**src/iasb_pkg.sv**
```systemverilog
// constants and state types shared by the interrupt status bank
package iasb_pkg;
    // register addresses on the serial port
    localparam logic [6:0] ADDR_GLOBAL = 7'h60;
    localparam logic [6:0] ADDR_SYSTEM = 7'h61;
    localparam logic [6:0] ADDR_SUPPLY = 7'h62;
    localparam logic [6:0] ADDR_TRX = 7'h63;
    // global summary bit positions
    localparam int SUM_SYSTEM = 0;
    localparam int SUM_SUPPLY = 1;
    localparam int SUM_TRX = 2;
    localparam int SUM_B0_WAKE = 3;
    localparam int SUM_B0_FAIL = 4;
    localparam int SUM_B1_WAKE = 5;
    localparam int SUM_B1_FAIL = 6;
    // system register fields
    localparam int SYS_WATCHDOG = 0;
    localparam int SYS_SERIAL = 1;
    localparam int SYS_OVERTEMP = 2;
    localparam int SYS_POWER_ON = 4;
    localparam int SYS_OV_SHUTDOWN = 5;
    // supply register fields
    localparam int SUP_MAIN_UNDER = 0;
    localparam int SUP_EXT_UNDER = 1;
    localparam int SUP_EXT_OVER = 2;
    localparam int SUP_BAT_UNDER = 3;
    localparam int SUP_BAT_OVER = 4;
    localparam int SUP_REG_CHANGE = 5;
    // transceiver register fields
    localparam int TRX_CAN_WAKE = 0;
    localparam int TRX_CAN_FAIL = 1;
    localparam int TRX_LIN_A_WAKE = 2;
    localparam int TRX_LIN_B_WAKE = 3;
    localparam int TRX_SILENCE = 4;
    localparam int TRX_FRAME_ERR = 5;
    // implemented bits; everything else reads zero
    localparam logic [7:0] SYS_IMPL = 8'h37;
    localparam logic [7:0] SUP_IMPL = 8'h3f;
    localparam logic [7:0] TRX_IMPL = 8'h3f;
    // flags that have no enable and always latch
    localparam logic [7:0] SYS_ALWAYS = 8'h31;
    localparam logic [7:0] TRX_ALWAYS = 8'h20;
    // flags that also pull the fast interrupt line
    localparam logic [7:0] SYS_FAST = 8'h24;
    localparam logic [7:0] SUP_FAST = 8'h39;
    // reset values
    localparam logic [7:0] FLAGS_RST = 8'h00;
    localparam logic [15:0] SHIFT_RST = 16'h0000;
    // serial frame: 7 address bits, read bit, 8 data bits
    localparam logic [4:0] FRAME_HDR_BITS = 5'h08;
    localparam logic [4:0] FRAME_BITS = 5'h10;
    // clock rate and silence timeout
    localparam int CLK_MHZ = 50;
    localparam int SILENCE_US_DEF = 1000;
    localparam int SILENCE_CNT_W = 32;

    // serial port sequencer, one-hot
    typedef enum logic [2:0] {
        IASB_SPI_IDLE = 3'b001,
        IASB_SPI_SHIFT = 3'b010,
        IASB_SPI_DONE = 3'b100
    } iasb_spi_st_t;

    // all state of the top module
    typedef struct packed {
        iasb_spi_st_t spi;
        logic [4:0] bit_cnt;
        logic [15:0] shift_in;
        logic [7:0] shift_out;
        logic sck_prev;
        logic sdo;
        logic sdo_oe;
        logic [7:0] clr_sys;
        logic [7:0] clr_sup;
        logic [7:0] clr_trx;
        logic reg_state_prev;
        logic reg_state_seen;
        logic [SILENCE_CNT_W-1:0] silence_cnt;
        logic silence_hit;
        logic irq_delayed_n;
        logic irq_fast_n;
    } iasb_top_st_t;

    // state of a flag register
    typedef struct packed {
        logic [7:0] flags;
    } iasb_flag_st_t;

    // state of a three-stage synchroniser
    typedef struct packed {
        logic ff1;
        logic ff2;
        logic ff3;
        logic q;
    } iasb_sync_st_t;
endpackage

```
**src/iasb_sync3.sv**
```systemverilog
// three-stage pin synchroniser with agreement filter
`timescale 1ns/1ns
`default_nettype none
module iasb_sync3 #(
    parameter logic RST_VAL = 1'b0
) (
    input wire logic clk_sys,
    input wire logic rst_n,
    input wire logic ce,
    input wire logic pin,
    output logic q
);
    import iasb_pkg::*;

    iasb_sync_st_t st; // current state
    iasb_sync_st_t next_st; // next state

    // ff1 feeds only ff2; the filter looks at ff2 and ff3
    always_comb begin
        next_st = st;
        next_st.ff1 = pin;
        next_st.ff2 = st.ff1;
        next_st.ff3 = st.ff2;
        if (st.ff2 == st.ff3) begin // take a change once two stages agree
            next_st.q = st.ff3;
        end
    end

    // register with constant reset
    always_ff @(posedge clk_sys or negedge rst_n) begin
        if (!rst_n) begin
            st <= {RST_VAL, RST_VAL, RST_VAL, RST_VAL};
        end else if (ce) begin
            st <= next_st;
        end
    end

    assign q = st.q;
endmodule
`default_nettype wire

```
**src/iasb_flag.sv**
```systemverilog
// one sticky interrupt status register, cleared by writing one
`timescale 1ns/1ns
`default_nettype none
module iasb_flag #(
    parameter logic [7:0] IMPL = 8'hff
) (
    input wire logic clk_sys,
    input wire logic rst_n,
    input wire logic ce,
    input wire logic [7:0] set,
    input wire logic [7:0] clr,
    output logic [7:0] flags
);
    import iasb_pkg::*;

    iasb_flag_st_t st; // current flags
    iasb_flag_st_t next_st; // next flags

    // set beats clear so an event in the clearing cycle survives
    always_comb begin
        next_st = st;
        next_st.flags = ((st.flags & ~clr) | set) & IMPL;
    end

    // register with constant reset
    always_ff @(posedge clk_sys or negedge rst_n) begin
        if (!rst_n) begin
            st.flags <= FLAGS_RST;
        end else if (ce) begin
            st <= next_st;
        end
    end

    assign flags = st.flags;
endmodule
`default_nettype wire

```
**src/iasb_top.sv**
```systemverilog
// interrupt status bank with its serial register port
//
// Functional notes
// - summary shows system, supply, transceiver pending
// - summary bits 3-6 show io banks
// - summary read-only, derived, writes ignored
// - system register flag layout
// - supply register flag layout
// - regulator state toggle sets change flag
// - transceiver register flag layout
// - silence beyond timeout sets silence flag
// - second lin flag only dual variants
// - write one clears, zero keeps
// - interrupt pins high when all clear
// - four flags latch without enable
`timescale 1ns/1ns
`default_nettype none
module iasb_top #(
    parameter bit HAS_BANK0 = 1'b1, // io bank 0 present
    parameter bit HAS_BANK1 = 1'b1, // io bank 1 present
    parameter bit DUAL_LIN = 1'b1, // second lin transceiver present
    parameter int SILENCE_US = iasb_pkg::SILENCE_US_DEF, // bus silence timeout
    parameter int SILENCE_CYCLES = SILENCE_US * iasb_pkg::CLK_MHZ // silence cycles
) (
    input wire logic clk_sys,
    input wire logic rst_n,
    input wire logic ce,
    // serial register port pins
    input wire logic spi_sck,
    input wire logic spi_cs_n,
    input wire logic spi_sdi,
    output logic spi_sdo,
    output logic spi_sdo_oe,
    // interrupt enables, one per flag bit
    input wire logic [7:0] sys_irq_enable,
    input wire logic [7:0] sup_irq_enable,
    input wire logic [7:0] trx_irq_enable,
    // one-cycle event pulses from on-chip monitors
    input wire logic [7:0] sys_event,
    input wire logic [7:0] sup_event,
    input wire logic [7:0] trx_event,
    // level of the switched-mode supply status bit
    input wire logic regulator_state_bit,
    // one-cycle pulse on any can bus activity
    input wire logic can_bus_activity,
    // pending levels of the io bank registers
    input wire logic bank0_wake_pending,
    input wire logic bank0_fail_pending,
    input wire logic bank1_wake_pending,
    input wire logic bank1_fail_pending,
    // interrupt pins, active low
    output logic irq_out_delayed_n,
    output logic irq_out_fast_n,
    // register values for observation
    output logic [7:0] global_irq_summary,
    output logic [7:0] system_irq_flags,
    output logic [7:0] supply_irq_flags,
    output logic [7:0] transceiver_irq_flags
);
    import iasb_pkg::*;

    // cut to counter width on purpose
    localparam logic [SILENCE_CNT_W-1:0] SILENCE_LIMIT = SILENCE_CYCLES[SILENCE_CNT_W-1:0];
    // lin b flag exists only with a second transceiver
    localparam logic [7:0] TRX_IMPL_V = DUAL_LIN ? TRX_IMPL
                                                 : (TRX_IMPL & ~(8'h01 << TRX_LIN_B_WAKE));

    iasb_top_st_t st; // current state
    iasb_top_st_t next_st; // next state

    logic sck_s; // filtered serial clock
    logic cs_n_s; // filtered chip select
    logic sdi_s; // filtered data in
    logic [7:0] sys_set; // gated system events
    logic [7:0] sup_set; // gated supply events
    logic [7:0] trx_set; // gated transceiver events
    logic [7:0] sys_q; // system flags
    logic [7:0] sup_q; // supply flags
    logic [7:0] trx_q; // transceiver flags
    logic [7:0] summary; // live global summary
    logic [7:0] rd_val; // value for the addressed register
    logic [6:0] rx_addr; // address from the header

    // pins come from the host's domain, so filter each one
    // cs resets high: no frame from reset
    iasb_sync3 #(.RST_VAL(1'b0)) u_sync_sck (
        .clk_sys(clk_sys),
        .rst_n(rst_n),
        .ce(ce),
        .pin(spi_sck),
        .q(sck_s)
    );
    iasb_sync3 #(.RST_VAL(1'b1)) u_sync_cs (
        .clk_sys(clk_sys),
        .rst_n(rst_n),
        .ce(ce),
        .pin(spi_cs_n),
        .q(cs_n_s)
    );
    iasb_sync3 #(.RST_VAL(1'b0)) u_sync_sdi (
        .clk_sys(clk_sys),
        .rst_n(rst_n),
        .ce(ce),
        .pin(spi_sdi),
        .q(sdi_s)
    );

    // event gating; the always-on flags skip their enables
    always_comb begin
        // reserved bits never pull the pins
        sys_set = sys_event & (sys_irq_enable | SYS_ALWAYS) & SYS_IMPL;
        sup_set = sup_event & sup_irq_enable & SUP_IMPL;
        trx_set = trx_event & (trx_irq_enable | TRX_ALWAYS) & TRX_IMPL_V;
        // regulator toggle in either direction
        sup_set[SUP_REG_CHANGE] = sup_irq_enable[SUP_REG_CHANGE]
            & st.reg_state_seen & (st.reg_state_prev != regulator_state_bit);
        // silence timeout fires as its own event, not a pin pulse
        trx_set[TRX_SILENCE] = trx_irq_enable[TRX_SILENCE] & st.silence_hit;
    end

    // clear strobes last one cycle
    // system flags: wd 0, serial 1, overtemp 2, power-on 4, ov shutdown 5
    iasb_flag #(.IMPL(SYS_IMPL)) u_sys_flags (
        .clk_sys(clk_sys),
        .rst_n(rst_n),
        .ce(ce),
        .set(sys_set),
        .clr(st.clr_sys),
        .flags(sys_q)
    );
    // supply flags: main 0, ext under 1, ext over 2, bat 3/4, regulator 5
    iasb_flag #(.IMPL(SUP_IMPL)) u_sup_flags (
        .clk_sys(clk_sys),
        .rst_n(rst_n),
        .ce(ce),
        .set(sup_set),
        .clr(st.clr_sup),
        .flags(sup_q)
    );
    // transceiver flags: can wake 0, can fail 1, lin 2/3, silence 4, frame 5
    iasb_flag #(.IMPL(TRX_IMPL_V)) u_trx_flags (
        .clk_sys(clk_sys),
        .rst_n(rst_n),
        .ce(ce),
        .set(trx_set),
        .clr(st.clr_trx),
        .flags(trx_q)
    );

    // summary is a pure function of the lower registers, never stored
    always_comb begin
        summary = 8'h00; // bit 7 stays zero
        summary[SUM_SYSTEM] = |sys_q;
        summary[SUM_SUPPLY] = |sup_q;
        summary[SUM_TRX] = |trx_q;
        // absent banks read zero
        summary[SUM_B0_WAKE] = HAS_BANK0 & bank0_wake_pending;
        summary[SUM_B0_FAIL] = HAS_BANK0 & bank0_fail_pending;
        summary[SUM_B1_WAKE] = HAS_BANK1 & bank1_wake_pending;
        summary[SUM_B1_FAIL] = HAS_BANK1 & bank1_fail_pending;
    end

    // read mux; unmapped addresses read zero
    // address sits above the read bit
    always_comb begin
        rx_addr = st.shift_in[7:1];
        case (rx_addr)
            ADDR_GLOBAL: rd_val = summary;
            ADDR_SYSTEM: rd_val = sys_q;
            ADDR_SUPPLY: rd_val = sup_q;
            ADDR_TRX: rd_val = trx_q;
            default: rd_val = 8'h00;
        endcase
    end

    // serial sequencer, silence timer and pin drivers
    always_comb begin
        next_st = st;
        next_st.sck_prev = sck_s;
        // clear strobes last a single cycle
        next_st.clr_sys = 8'h00;
        next_st.clr_sup = 8'h00;
        next_st.clr_trx = 8'h00;
        next_st.sdo_oe = !cs_n_s;
        case (st.spi)
            IASB_SPI_IDLE: begin
                next_st.bit_cnt = 5'h00;
                next_st.shift_in = SHIFT_RST;
                next_st.sdo = 1'b0;
                if (!cs_n_s) begin // frame starts
                    next_st.spi = IASB_SPI_SHIFT;
                end
            end
            IASB_SPI_SHIFT: begin
                if (cs_n_s) begin // frame cut short, drop it
                    next_st.spi = IASB_SPI_IDLE;
                end else if (sck_s && !st.sck_prev) begin
                    // sample on rising edge, msb first
                    next_st.shift_in = {st.shift_in[14:0], sdi_s};
                    next_st.bit_cnt = st.bit_cnt + 5'h01;
                    if (st.bit_cnt == FRAME_HDR_BITS - 5'h01) begin
                        // header complete; address is in bits 7:1 after this shift
                        next_st.shift_out = 8'h00;
                    end
                    if (st.bit_cnt == FRAME_BITS - 5'h01) begin
                        next_st.spi = IASB_SPI_DONE;
                        // write frame: read bit low; only flag registers clear
                        if (!st.shift_in[7]) begin
                            case (st.shift_in[14:8])
                                ADDR_SYSTEM: next_st.clr_sys = {st.shift_in[6:0], sdi_s};
                                ADDR_SUPPLY: next_st.clr_sup = {st.shift_in[6:0], sdi_s};
                                ADDR_TRX: next_st.clr_trx = {st.shift_in[6:0], sdi_s};
                                default: next_st.clr_sys = 8'h00; // summary write ignored
                            endcase
                        end
                    end
                end else if (!sck_s && st.sck_prev) begin
                    // shift data out on falling edge
                    if (st.bit_cnt == FRAME_HDR_BITS) begin
                        // msb first, rest in shift_out
                        next_st.sdo = rd_val[7];
                        next_st.shift_out = {rd_val[6:0], 1'b0};
                    end else if (st.bit_cnt > FRAME_HDR_BITS) begin
                        next_st.sdo = st.shift_out[7];
                        next_st.shift_out = {st.shift_out[6:0], 1'b0};
                    end
                end
            end
            IASB_SPI_DONE: begin
                // longer frames are tolerated; extra bits are ignored
                if (cs_n_s) begin
                    next_st.spi = IASB_SPI_IDLE;
                end
            end
            default: begin
                next_st.spi = IASB_SPI_IDLE;
            end
        endcase

        // regulator bit history; first sample only arms the detector
        // arm bit hides the reset edge
        next_st.reg_state_prev = regulator_state_bit;
        next_st.reg_state_seen = 1'b1;

        // silence timer; pulses once when the limit is passed
        // parks past the limit: one flag per gap
        next_st.silence_hit = 1'b0;
        if (can_bus_activity) begin
            next_st.silence_cnt = '0;
        end else if (st.silence_cnt <= SILENCE_LIMIT) begin
            next_st.silence_cnt = st.silence_cnt + 1'b1;
            next_st.silence_hit = (st.silence_cnt == SILENCE_LIMIT);
        end

        // delayed pin falls while anything is pending, rises when all is clear
        // new events pull the pin at once
        next_st.irq_delayed_n = !(|sys_set || |sup_set || |trx_set
                                  || |summary);
        // fast pin: urgent sources only
        next_st.irq_fast_n = !(|(sys_set & SYS_FAST) || |(sup_set & SUP_FAST)
                               || |(sys_q & SYS_FAST) || |(sup_q & SUP_FAST));
    end

    // single state register; all control state resets to a constant
    // ce low freezes every flop
    always_ff @(posedge clk_sys or negedge rst_n) begin
        if (!rst_n) begin
            st.spi <= IASB_SPI_IDLE;
            st.bit_cnt <= 5'h00;
            st.shift_in <= SHIFT_RST;
            st.shift_out <= 8'h00;
            st.sck_prev <= 1'b0;
            st.sdo <= 1'b0;
            st.sdo_oe <= 1'b0;
            st.clr_sys <= 8'h00;
            st.clr_sup <= 8'h00;
            st.clr_trx <= 8'h00;
            st.reg_state_prev <= 1'b0;
            st.reg_state_seen <= 1'b0;
            st.silence_cnt <= '0;
            st.silence_hit <= 1'b0;
            st.irq_delayed_n <= 1'b1;
            st.irq_fast_n <= 1'b1;
        end else if (ce) begin
            st <= next_st;
        end
    end

    // registered outputs; flag outputs come from the flag flops
    // summary stays a live decode
    assign spi_sdo = st.sdo;
    assign spi_sdo_oe = st.sdo_oe;
    assign irq_out_delayed_n = st.irq_delayed_n;
    assign irq_out_fast_n = st.irq_fast_n;
    assign system_irq_flags = sys_q;
    assign supply_irq_flags = sup_q;
    assign transceiver_irq_flags = trx_q;
    assign global_irq_summary = summary; // decoded from flag flops and bank inputs
endmodule
`default_nettype wire

```
**config.mk**
```make
export PLATFORM = sky130hd
export DESIGN_NAME = iasb_top
export DESIGN_NICKNAME = d
export VERILOG_FILES = /design/src/iasb_pkg.sv /design/src/iasb_sync3.sv /design/src/iasb_flag.sv /design/src/iasb_top.sv
export SDC_FILE = /design/constraint.sdc
export NUM_CORES = 1
export LEC_CHECK = 0
export BUFFER_PORTS_ARGS = -buffer_cell sky130_fd_sc_hd__clkbuf_2
export CAP_MARGIN = 20
export CORE_AREA = 2 2 148 78
export CTS_CLUSTER_SIZE = 20
export DETAILED_ROUTE_END_ITERATION = 12
export DIE_AREA = 0 0 150 80
export GPL_TIMING_DRIVEN = 0
export PLACE_DENSITY = 0.77
export SLEW_MARGIN = 20
export SYNTH_ARGS = -nofsm -noshare
export SYNTH_HDL_FRONTEND = slang
export SYNTH_HIERARCHICAL = 1
export SYNTH_SLANG_ARGS = --single-unit
```
**constraint.sdc**
```tcl
create_clock -name clk_sys -period 2.6 [get_ports clk_sys]
set_input_delay 0.52 -clock clk_sys [delete_from_list [all_inputs] [get_ports clk_sys]]
set_output_delay 0.52 -clock clk_sys [all_outputs]
set_load 0.02 [all_outputs]
```
# --- Word-level counts from Yosys, hierarchy flattened ---
# Cells that the tools add are included.
classes:
  n_mux: 31
  bitwise_logic: 16
  n_lt_le_gt_ge: 2
  reduce_logical: 36
  addsub: 2
  n_eq_ne: 28
op_table:
  columns: ["cell", "n"]
  rows:
  - ["two-way mux 22 bit", 5]
  - ["two-way mux 8 bit", 7]
  - ["equality test 7 bit (second input constant)", 7]
  - ["case mux 21 bit (2 select lines)", 1]
  - ["two-way mux 33 bit", 1]
  - ["adder 32 x 1 -> 32 bit (second input constant)", 1]
  - ["equality test 32 x 16 -> 1 bit (second input constant)", 1]
  - ["<= comparator 32 x 16 -> 1 bit (second input constant)", 1]
  - ["two-way mux 32 bit", 1]
  - ["bitwise AND 6 bit", 5]
  - ["two-way mux 29 bit", 1]
  - ["case mux 7 bit (4 select lines)", 1]
  - ["two-way mux 24 bit", 1]
  - ["OR reduction 6 bit", 4]
  - ["OR reduction 21 bit", 1]
  - ["inverter 6 bit", 3]
  - ["bitwise OR 6 bit", 3]
  - ["two-way mux 3 bit", 4]
  - ["AND reduction 6 bit", 2]
  - ["equality test 5 x 4 -> 1 bit (second input constant)", 2]
  - ["inequality test 2 bit (second input constant)", 5]
  - ["OR reduction 5 bit", 2]
  - ["case mux 3 bit (3 select lines)", 1]
  - ["AND reduction 2 bit", 4]
  - ["26 further kinds", 51]
totals:
  ff_bits: 118
  output_inout_bits: 36
  in_bits: 60

# --- Depth between registers and ports, before layout ---
# Gate-level depths: netlist (run 1).
logic_depth:
  ltp_word: 7
  ltp_mapped: 8
  mapped_depth_nobuf: 8

# --- By module ---
# Netlist (run 1), hierarchy kept.
modules_own_cells:
  columns: ["module", "area_per_inst_um2", "cells_per_inst", "instances", "seq_area_each_um2"]
  rows:
  - ["iasb_top", 4727.0, 457, 1, 2356.0]
  - ["iasb_flag at u_sup_flags ...", 257.7, 22, 2, 150.1]
  - ["iasb_sync3 at u_sync_sck ...", 155.1, 12, 2, 100.1]
  - ["iasb_flag at u_sys_flags", 225.2, 20, 1, 125.1]
  - ["iasb_sync3 at u_sync_cs", 160.2, 12, 1, 105.1]

# --- Least setup slack after synthesis (run 1) ---
# Ideal clock, no wire load.
synth_timing:
  kind: "register to register"
  from: "register st[3] (netlist name)"
  to: "register st[16] (netlist name)"
  n_path_buf: 1
  t_required_ps: 2474
  stages_incl_launch_ff: 9
  t_arrival_ps: 1782
  path_slack_ps: 692
  setup_ps: 126
  cell_sequence: "dfrtp_1 > inv_1 > ha_1 > nor4b_2 > o211ai_2 > a21oi_4 > o21ai_2 > buf_6 > a221o_1"
synth_via:
  elab_chain_len: 3
  elab_cells_between_ends: 6
synth_lines:
  columns: ["element", "line", "rtl"]
  rows:
  - ["from (decl)", "iasb_top.sv:68", "iasb_top_st_t st;"]
  - ["from (signal assigned)", "iasb_top.sv:285", "st <= next_st;"]
  - ["adder 32 x 1 -> 32 bit / <= comparator 32 x 16 -> 1 bit (equally long branches)", "iasb_top.sv:251, iasb_top.sv:250", null]
  - ["two-way mux 33 bit / nonzero test 2 bit (equally long branches)", null, null]
  - ["two-way mux 32 bit / AND reduction 2 bit (equally long branches)", null, null]
# Several ways; a longest one is shown, not always the timed one. The select of a mux whose other input is x is not followed.
# A chain may end at the register's enable or synchronous reset.

# --- Worst setup path after layout (run 1) ---
layout_timing:
  from: "register st[88] (netlist name)"
  to: "register st[45] (netlist name)"
layout_via:
  elab_chain_len: 5
layout_lines:
  columns: ["element", "line", "rtl"]
  rows:
  - ["equality test 5 x 4 -> 1 bit", "iasb_top.sv:205", "if (st.bit_cnt == FRAME_BITS - 5'h01) begin"]
  - ["two-way mux 22 bit", "iasb_top.sv:205", null]
  - ["two-way mux 22 bit", "iasb_top.sv:197", "end else if (sck_s && !st.sck_prev) begin"]
  - ["two-way mux 22 bit", "iasb_top.sv:195", "if (cs_n_s) begin"]
  - ["two-way mux 22 bit", "iasb_top.sv:185", "case (st.spi)"]
# No other way between the ends.

==> results of run 1 <==
-- critical path, delay by kind of cell (launching register included) --
kind,cells,cell delay (ns)
simple gates,5,1.26
fa+ha+maj,2,0.44
flops,1,0.43
compound gates,1,0.16
-- state kept, by name, summed over array words and instances (netlist names) --
| signal | count |
|---|---|
| st | 76 |
| rx_addr | 7 |
| u_sup_flags/flags | 6 |
| u_trx_flags/flags | 6 |
| u_sys_flags/flags | 5 |
| u_sync_cs/next_st | 2 |
| u_sync_sck/next_st | 2 |
| u_sync_sdi/next_st | 2 |
| irq_out_delayed_n | 1 |
| irq_out_fast_n | 1 |
| spi_sdo | 1 |
| spi_sdo_oe | 1 |
| u_sync_cs/q | 1 |
| u_sync_cs/st | 1 |
| u_sync_sck/q | 1 |
| u_sync_sck/st | 1 |
| u_sync_sdi/q | 1 |
| u_sync_sdi/st | 1 |
-- cell type report --
class                      instances  area, um^2
buffer                            39       240.2
clock buffer                      18       439.2
clock inverter                    14       209.0
fill                             837        3747
inverter                          22       82.58
multi-input combinational        370        2482
sequential                       116        2912
tap                              145       181.4
timing repair buffer              69       381.6
-- routing by layer --
metal  up-vias  part of all wire  global-route usage
met1      2254              0.49              0.3937
met4         0             0.010             0.06038
met3        25              0.10             0.09429
met2       242              0.40              0.3174
li1       2144                 -                   -
met5         -                 0                   0
-- worst paths after layout --
check,start,end,slack [ns],cells after the start
worst max-delay path,st[88]$_DFFE_PN0P_,st[45]$_DFFE_PN0P_,0.24,8
worst min-delay path,spi_sck,u_sync_sck/next_st[2]$_DFFE_PN0P_,0.35,2
worst max register to register,st[88]$_DFFE_PN0P_,st[45]$_DFFE_PN0P_,0.24,8
worst min register to register,st[35]$_DFFE_PN0P_,st[35]$_DFFE_PN0P_,0.46,1
max in group asynchronous,rst_n,irq_out_fast_n$_DFFE_PN1P_,1.32,3
min in group asynchronous,rst_n,st[3]$_DFFE_PN0P_,0.56,2
-- cell usage in the layout, fill, tap and decap left out, drive strengths merged, types with 9 or more instances in the layout --
cell and count:
nor2 16, o21ai 32, nor3 9, nand4 9, buf 27, o2bb2ai 15, and3 13, clkbuf 98
mux2 10, a21oi 9, dfrtp 109, and2 31, a22o 26, nand2 78, nand3 16, inv 22
nor4 19
-- per-stage QoR --
step           hold slack, ns  instances    util
3_3_place_gp           0.4436        759  0.5839
4_1_cts                0.3381        793  0.6490
3_5_place_dp           0.4309        760  0.5873
5_1_grt                0.3314        793  0.6490
2_1_floorplan          0.2244        547       -
6_report               0.3484        793  0.6490
-- power breakdown --
part           internal, mW  leakage, nW  switching (mW)
Sequential             1.90         1.48           0.103
Clock                  1.72        0.308           0.830
Combinational         0.225         1.34           0.361
Total                  3.84         3.13            1.29
==> results.cfg, run 1 <==
[timing]
period_share = 0.9067
hold_viol = 0
drv_slew = 0
max_slew.worst_pin.slew_ns = 0.8714
slew_headroom = 0.4109
grt_setup_unrepaired = false
setup_viol = 0
fin_crit_ns = 2.357
fin_tns_setup_ns = 0
max_freq_mhz = 424.2
fin_skew_ns = 0.008374
setup_slack_ns = 0.2426

[detailed_routing]
remaining_drc_errors = 0
avgRoutedWirePerCell_um = 17.87
dr.pass1.iters = 6
postRouteAntennaNets = 0
via_per_inst = 5.883
drt-total-wl_um = 14170
drt_iter0_drc = 540
vias = 4665

[global_routing]
track_usage = 0.2505
grt_pass1_wl_um = 22630
grt.overflow.total = 0
grt_pass1_vias = 4308
grt_max_degree = 88
antenna_found_initial = 0

[clock_tree]
cts_resized = 0
cts_made_buffers = 17
post_cts_buffers = 0
clk_path_buf_depth = 2
h-tree-depth = 4
ctsHoldBuffers = 1
clk_latency_ns = 0.41
clk_pin_slew_ns = 0.06
root_buffer = clkbuf_16
cts.sinks = 116
cts_tree = done

[floorplanning]
io_pins = 96
initial_utilization = 0.5341
rows = 27
die_y_um = 80
dieArea_um2 = 12000
coreArea_um2 = 10680
die_w_um = 150

[cells_and_area]
final_area_um2 = 6928
layout-drive-gt1-share = 0.2562
nets = 702
antenna_cells = 0
syn2layout_area_growth_pct = 21.51

[worst_setup_path]
critPathRequiredTime_ns = 2.95
path_max_fanout = 6
crit_chain = ha_1 > and3_1 > ha_1 > nand2_1 > nor4_2 > nand3b_1 > nor2_1 > a22o_1
crit_arrival_ns = 2.71
path_class = register to register
slowest_delay_ns = 0.47
startpoint_type = register
cpMaxStageDelayCell = nor4_2
cpMostUsedCell = ha_1
worst_setup_path_end_kind = register

[pwr]
p_leak_nw = 3.127
ir_drop_uv = 523.5
p_total_mw = 5.138
powerDensity_nw_per_um2 = 741.6

[synthesis]
postSynthAreaPerCell_um2 = 10.50
syn_inst = 543
synth_warnings = 6
netlist_area_um2 = 5702

[placed_design]
port_buffers = 67
dp_slack_ns = -0.1213
placed_cell_area_um2 = 6270
dp_hpwl_um = 10380
routabilityCongestion = 0.9776

[job]
maxCapViolCount = 0

[outcome]
status = finished clean

[hold_path]
min_path_type = input pin to register
No activity file was read; power rests on OpenSTA's default activity.
==> inputs of run 2 (changes only) <==
--- a/config.mk
+++ b/config.mk
@@ -7,12 +7,12 @@
 export LEC_CHECK = 0
 export BUFFER_PORTS_ARGS = -buffer_cell sky130_fd_sc_hd__clkbuf_2
 export CAP_MARGIN = 20
-export CORE_AREA = 2 2 148 78
+export CORE_AREA = 2 2 221 114
 export CTS_CLUSTER_SIZE = 20
 export DETAILED_ROUTE_END_ITERATION = 12
-export DIE_AREA = 0 0 150 80
+export DIE_AREA = 0 0 223 116
 export GPL_TIMING_DRIVEN = 0
-export PLACE_DENSITY = 0.77
+export PLACE_DENSITY = 0.4
 export SLEW_MARGIN = 20
 export SYNTH_ARGS = -nofsm -noshare
 export SYNTH_HDL_FRONTEND = slang
==> run 2 against run 1 <==
Combinational power down 1%. Die area grew 120%. Clock skew grew 0.0044 ns. Utilization decreased by 35 points. Setup slack better by 0.014 ns. Wire length up 9.5%. Critical endpoint is now st[46]$_DFFE_PN0P_. Largest cell class unchanged. Largest power group unchanged.
==> results.cfg, run 2 (synthesis gave the netlist of run 1 again) <==
[floorplanning]
rows = 40
die_w_um = 223
coreArea_um2 = 23770
initial_utilization = 0.2398
dieArea_um2 = 25870
die_y_um = 116
io_pins = 96

[clock_tree]
root_buffer = clkbuf_16
cts.sinks = 116
post_cts_buffers = 0
clk_path_buf_depth = 2
clk_latency_ns = 0.41
cts_made_buffers = 17
cts_tree = done
h-tree-depth = 4
clk_pin_slew_ns = 0.05
cts_resized = 0
ctsHoldBuffers = 0

[timing]
fin_skew_ns = 0.01281
fin_crit_ns = 2.344
max_freq_mhz = 426.7
hold_viol = 0
fin_tns_setup_ns = 0
grt_setup_unrepaired = false
setup_slack_ns = 0.2562
setup_viol = 0
max_slew.worst_pin.slew_ns = 0.8405
drv_slew = 0
period_share = 0.9015
slew_headroom = 0.4397

[cells_and_area]
nets = 700
largest_reg_flops = 76
final_cell_mix = dfrtp_1 (109), nand2_1 (78), clkbuf_2 (68), o21ai_0 (31), and2_1 (30)
layout-drive-gt1-share = 0.2554
syn2layout_area_growth_pct = 25.13
antenna_cells = 0
fill_cells = 2475
multiInputGateArea_um2 = 2497
largest_register = st
register_area_um2 = 2912
final_common_cell = dfrtp_1
final_cell_count_no_fill = 961

[detailed_routing]
vias = 4382
avgRoutedWirePerCell_um = 16.14
remaining_drc_errors = 0
drt_iter0_drc = 295
postRouteAntennaNets = 0
drt-total-wl_um = 15510
via_per_inst = 4.560
dr.pass1.iters = 4

[worst_setup_path]
cpMostUsedCell = ha_1
path_class = register to register
startpoint_type = register
ff2ff_path_depth = 8
path_buf_inv = 0
crit_arrival_ns = 2.69
worst_setup_path_end_kind = register
timing.rr.start = st[89]$_DFFE_PN0P_
path_max_fanout = 5
critPathRequiredTime_ns = 2.94
rrSetupSlack_ns = 0.26
slowest_delay_ns = 0.43
crit_chain = ha_1 > and3_1 > ha_1 > nand2_1 > nor4_4 > nand3b_1 > nor2_1 > a22o_1
cp_top_family = simple AND/OR/NAND/NOR gates
r2r_end = st[46]$_DFFE_PN0P_
cpMaxStageDelayCell = nor4_4

[placed_design]
dp_slack_ns = -0.3354
dp_hpwl_um = 11300
placed_cells = 930
port_buffers = 67
routabilityCongestion = 0.7850

[global_routing]
track_usage = 0.1273
grt_pass1_wl_um = 25270
antenna_found_initial = 0
grt_max_degree = 79
grt.overflow.total = 0
grt_pass1_vias = 4394

[pwr]
p_leak_nw = 3.137
ir_drop_uv = 388.4
p_total_mw = 5.134
powerDensity_nw_per_um2 = 719.6

[outcome]
status = finished clean

[job]
maxCapViolCount = 0

[hold_path]
min_path_type = input pin to asynchronous set/reset pin
## run 2: worst register-to-register path, delay by kind of cell, from the launching register on
kind / cells / cell delay, ns
adder cells (fa/ha/maj): 2 / 0.43
AND/OR/NAND/NOR: 5 / 1.27
flip-flops: 1 / 0.42
AO/OA/AOI/OAI: 1 / 0.15
## run 2: worst max-delay path by stage
| stage | startpoint | endpoint | slack (ns) | cells after the start |
|---|---|---|---|---|
| 5_1_grt | st[89]$_DFFE_PN0P_ | st[45]$_DFFE_PN0P_ | 0.05 | 8 |
| 6_report | st[89]$_DFFE_PN0P_ | st[46]$_DFFE_PN0P_ | 0.26 | 8 |
| 4_1_cts | ce | st[19]$_DFFE_PN0P_ | 0.07 | 5 |
| 3_5_place_dp | ce | st[21]$_DFFE_PN0P_ | -0.34 | 5 |
| 2_1_floorplan | st[3]$_DFFE_PN0P_ | st[16]$_DFFE_PN0P_ | 0.69 | 8 |
| 3_3_place_gp | rst_n | st[67]$_DFFE_PN0P_ | -0.99 | 1 |
## run 2: through the flow
stage | utilization | hold slack (ns) | instance area [um^2]
after floorplan | - | 0.2244 | 5717
after global placement | 0.2712 | 0.4487 | 6446
after detailed placement | 0.2727 | 0.4578 | 6482
after CTS | 0.2996 | 0.02966 | 7122
after global routing | 0.3001 | 0.03856 | 7134
final | 0.3001 | 0.02227 | 7134
## run 2: power breakdown
group	leakage (nW)	internal (mW)	switching, mW
combinational	1.36	0.223	0.357
clock	0.303	1.71	0.852
sequential	1.48	1.90	0.0942
## run 2: routing by layer
metal,global-route usage,share of wire,vias up
met2,0.2019,0.47,50
li1,-,-,2133
met5,0,0,-
met1,0.1727,0.50,2188
met3,0.02916,0.024,11
met4,0.04340,0.012,0
## run 2: final cells by class
cell class	count	share of cell area
Sequential cell	116	0.4081
Multi-Input combinational cell	370	0.3501
Clock buffer	24	0.06892
Tap cell	315	0.05524
Timing Repair Buffer	68	0.05209
Buffer	38	0.03332
Clock inverter	8	0.02069
Inverter	22	0.01157
==> inputs of run 3 (changes only) <==
--- a/config.mk
+++ b/config.mk
@@ -7,12 +7,14 @@
 export LEC_CHECK = 0
 export BUFFER_PORTS_ARGS = -buffer_cell sky130_fd_sc_hd__clkbuf_2
 export CAP_MARGIN = 20
+export CELL_PAD_IN_SITES_DETAIL_PLACEMENT = 0
+export CELL_PAD_IN_SITES_GLOBAL_PLACEMENT = 1
 export CORE_AREA = 2 2 221 114
 export CTS_CLUSTER_SIZE = 20
 export DETAILED_ROUTE_END_ITERATION = 12
 export DIE_AREA = 0 0 223 116
 export GPL_TIMING_DRIVEN = 0
-export PLACE_DENSITY = 0.4
+export PLACE_DENSITY = 0.48
 export SLEW_MARGIN = 20
 export SYNTH_ARGS = -nofsm -noshare
 export SYNTH_HDL_FRONTEND = slang
==> run 3 against run 2 <==
First-iteration DRC count is the same. Global-route usage grew 0.96 points. Clock skew shrank 0.0053 ns. Utilization shrank 0.14 points. Largest power group unchanged. Total power shrank 2.0%.
==> results.cfg, run 3 (synthesis gave the netlist of run 1 again) <==
[pwr]
p_int_mw = 3.682
powerDensity_nw_per_um2 = 708.7
p_seq_frac = 0.398
p_sw_mw = 1.350
combPwrFrac = 0.116
p_clk_frac = 0.486
swShare = 0.2683
p_total_mw = 5.032
p_leak_nw = 3.123
ir_drop_uv = 424.7

[detailed_routing]
drt-total-wl_um = 16570
via_per_inst = 4.613
drt_iter0_drc = 295
dr.pass1.iters = 5
remaining_drc_errors = 0
avgRoutedWirePerCell_um = 17.22
postRouteAntennaNets = 0
vias = 4438

[worst_setup_path]
slowest_delay_ns = 0.65
cp.depth = 6
path_class = input pin to register
cp_top_family = buffers and inverters
rrSetupSlack_ns = 0.29
crit_start = ce
cpMostUsedCell = clkbuf_1
crit_arrival_ns = 2.63
crit_path_end = rx_addr[1]$_DFFE_PN0P_
ff2ff_path_depth = 5
path_max_fanout = 36
critPathRequiredTime_ns = 2.88
timing.rr.start = st[95]$_DFFE_PN0P_
startpoint_type = input pin
crit_chain = clkbuf_2 > inv_1 > or3_1 > clkbuf_1 > clkbuf_1 > o21ai_0
r2r_end = rx_addr[1]$_DFFE_PN0P_
cpMaxStageDelayCell = clkbuf_2
worst_setup_path_end_kind = register
path_buf_inv = 4

[global_routing]
grt_max_degree = 62
grt.overflow.total = 0
grt_pass1_vias = 4430
track_usage = 0.1369
antenna_found_initial = 1
grt_pass1_wl_um = 26630

[floorplanning]
coreArea_um2 = 23770
io_pins = 96
rows = 40
initial_utilization = 0.2398
die_w_um = 223
die_y_um = 116
dieArea_um2 = 25870

[job]
maxCapViolCount = 0

[timing]
fin_tns_setup_ns = 0
slew_headroom = 0.4185
hold_viol = 0
period_share = 0.9035
setup_slack_ns = 0.2509
max_freq_mhz = 425.7
max_slew.worst_pin.slew_ns = 0.8722
setup_viol = 0
grt_setup_unrepaired = false
fin_crit_ns = 2.349
timing.hold.ws_ns = 0.09076
drv_slew = 0
fin_skew_ns = 0.007497

[cells_and_area]
final_cell_count_no_fill = 962
largest_reg_flops = 76
layout-drive-gt1-share = 0.2554
largest_register = st
nets = 700
final_common_cell = dfrtp_1
register_area_um2 = 2912
syn2layout_area_growth_pct = 24.53
final_area_um2 = 7101
fin_util = 0.2987
fill_cells = 2479
multiInputGateArea_um2 = 2491
final_cell_mix = dfrtp_1 (109), nand2_1 (78), clkbuf_2 (67), o21ai_0 (31), and2_1 (30)

[clock_tree]
clk_path_buf_depth = 2
cts.sinks = 116
cts_tree = done
cts_made_buffers = 17
clk_latency_ns = 0.41
h-tree-depth = 4
clk_pin_slew_ns = 0.06
root_buffer = clkbuf_16

[placed_design]
dp_hpwl_um = 11920
routabilityCongestion = 0.7870
port_buffers = 67
placed_cell_area_um2 = 6482
placed_cells = 930
dp_slack_ns = -0.3408

[outcome]
status = finished clean

[hold_path]
min_path_type = input pin to asynchronous set/reset pin
[run 3: cell count changes in the layout (fill, tap and decap cells not counted), sizes merged]
| cell | delta |
|---|---|
| clkinv | +4 |
| bufinv | -1 |
| diode | +1 |
| inv | +1 |
| clkbuf | -5 |
| buf | +1 |
[run 3: worst min-delay path by stage]
| stage | from | endpoint | cells past startpoint |
|---|---|---|---|
| after floorplan | rst_n | rx_addr[0]$_DFFE_PN0P_ | 0 |
| after global placement | st[35]$_DFFE_PN0P_ | st[35]$_DFFE_PN0P_ | 1 |
| after detailed placement | st[35]$_DFFE_PN0P_ | st[35]$_DFFE_PN0P_ | 1 |
| after CTS | rst_n | st[23]$_DFFE_PN0P_ | 1 |
| after global routing | rst_n | st[32]$_DFFE_PN0P_ | 1 |
| final | rst_n | st[32]$_DFFE_PN0P_ | 1 |
[run 3: per-layer routing]
metal,GRT usage,up-vias,share of wire
li1,-,2148,-
met4,0.04653,0,0.013
met5,0,-,0
met2,0.2069,82,0.44
met3,0.03803,14,0.045
met1,0.1894,2194,0.50
[run 3: worst register-to-register path, cell delays in order (launching register included)]
cell,delay [ns]
dfrtp_1,0.38
buf_6,0.14
nor4b_2,0.57
clkbuf_1,0.51
nand2_1,0.21
o21ai_0,0.37
[run 3: area by class of cell]
class,count,area share
sequential,116,0.4100
timing repair buffer,68,0.05233
clock buffer,20,0.06432
multi-input combinational,370,0.3508
inverter,22,0.01163
clock inverter,12,0.02167
buffer,38,0.03330
tap,315,0.05551
antenna,1,0.0003524
[run 3: timing repair]
| item | 4_1_cts | 5_1_grt |
|---|---|---|
| resized for setup | 0 | 1 |
| hold buffers | 0 | 0 |
| setup buffers | 0 | 0 |
| setup endpoints to repair | 0 | 6 |
[run 3: power by group through the flow]
stage | combinational [mW] | sequential, mW | clock (mW)
2_1_floorplan | 0.375 | 2.01 | 0
3_3_place_gp | 0.590 | 2.04 | 0
3_5_place_dp | 0.597 | 2.04 | 0
4_1_cts | 0.601 | 2.01 | 2.51
5_1_grt | 0.658 | 2.02 | 2.61
6_report | 0.585 | 2.00 | 2.44
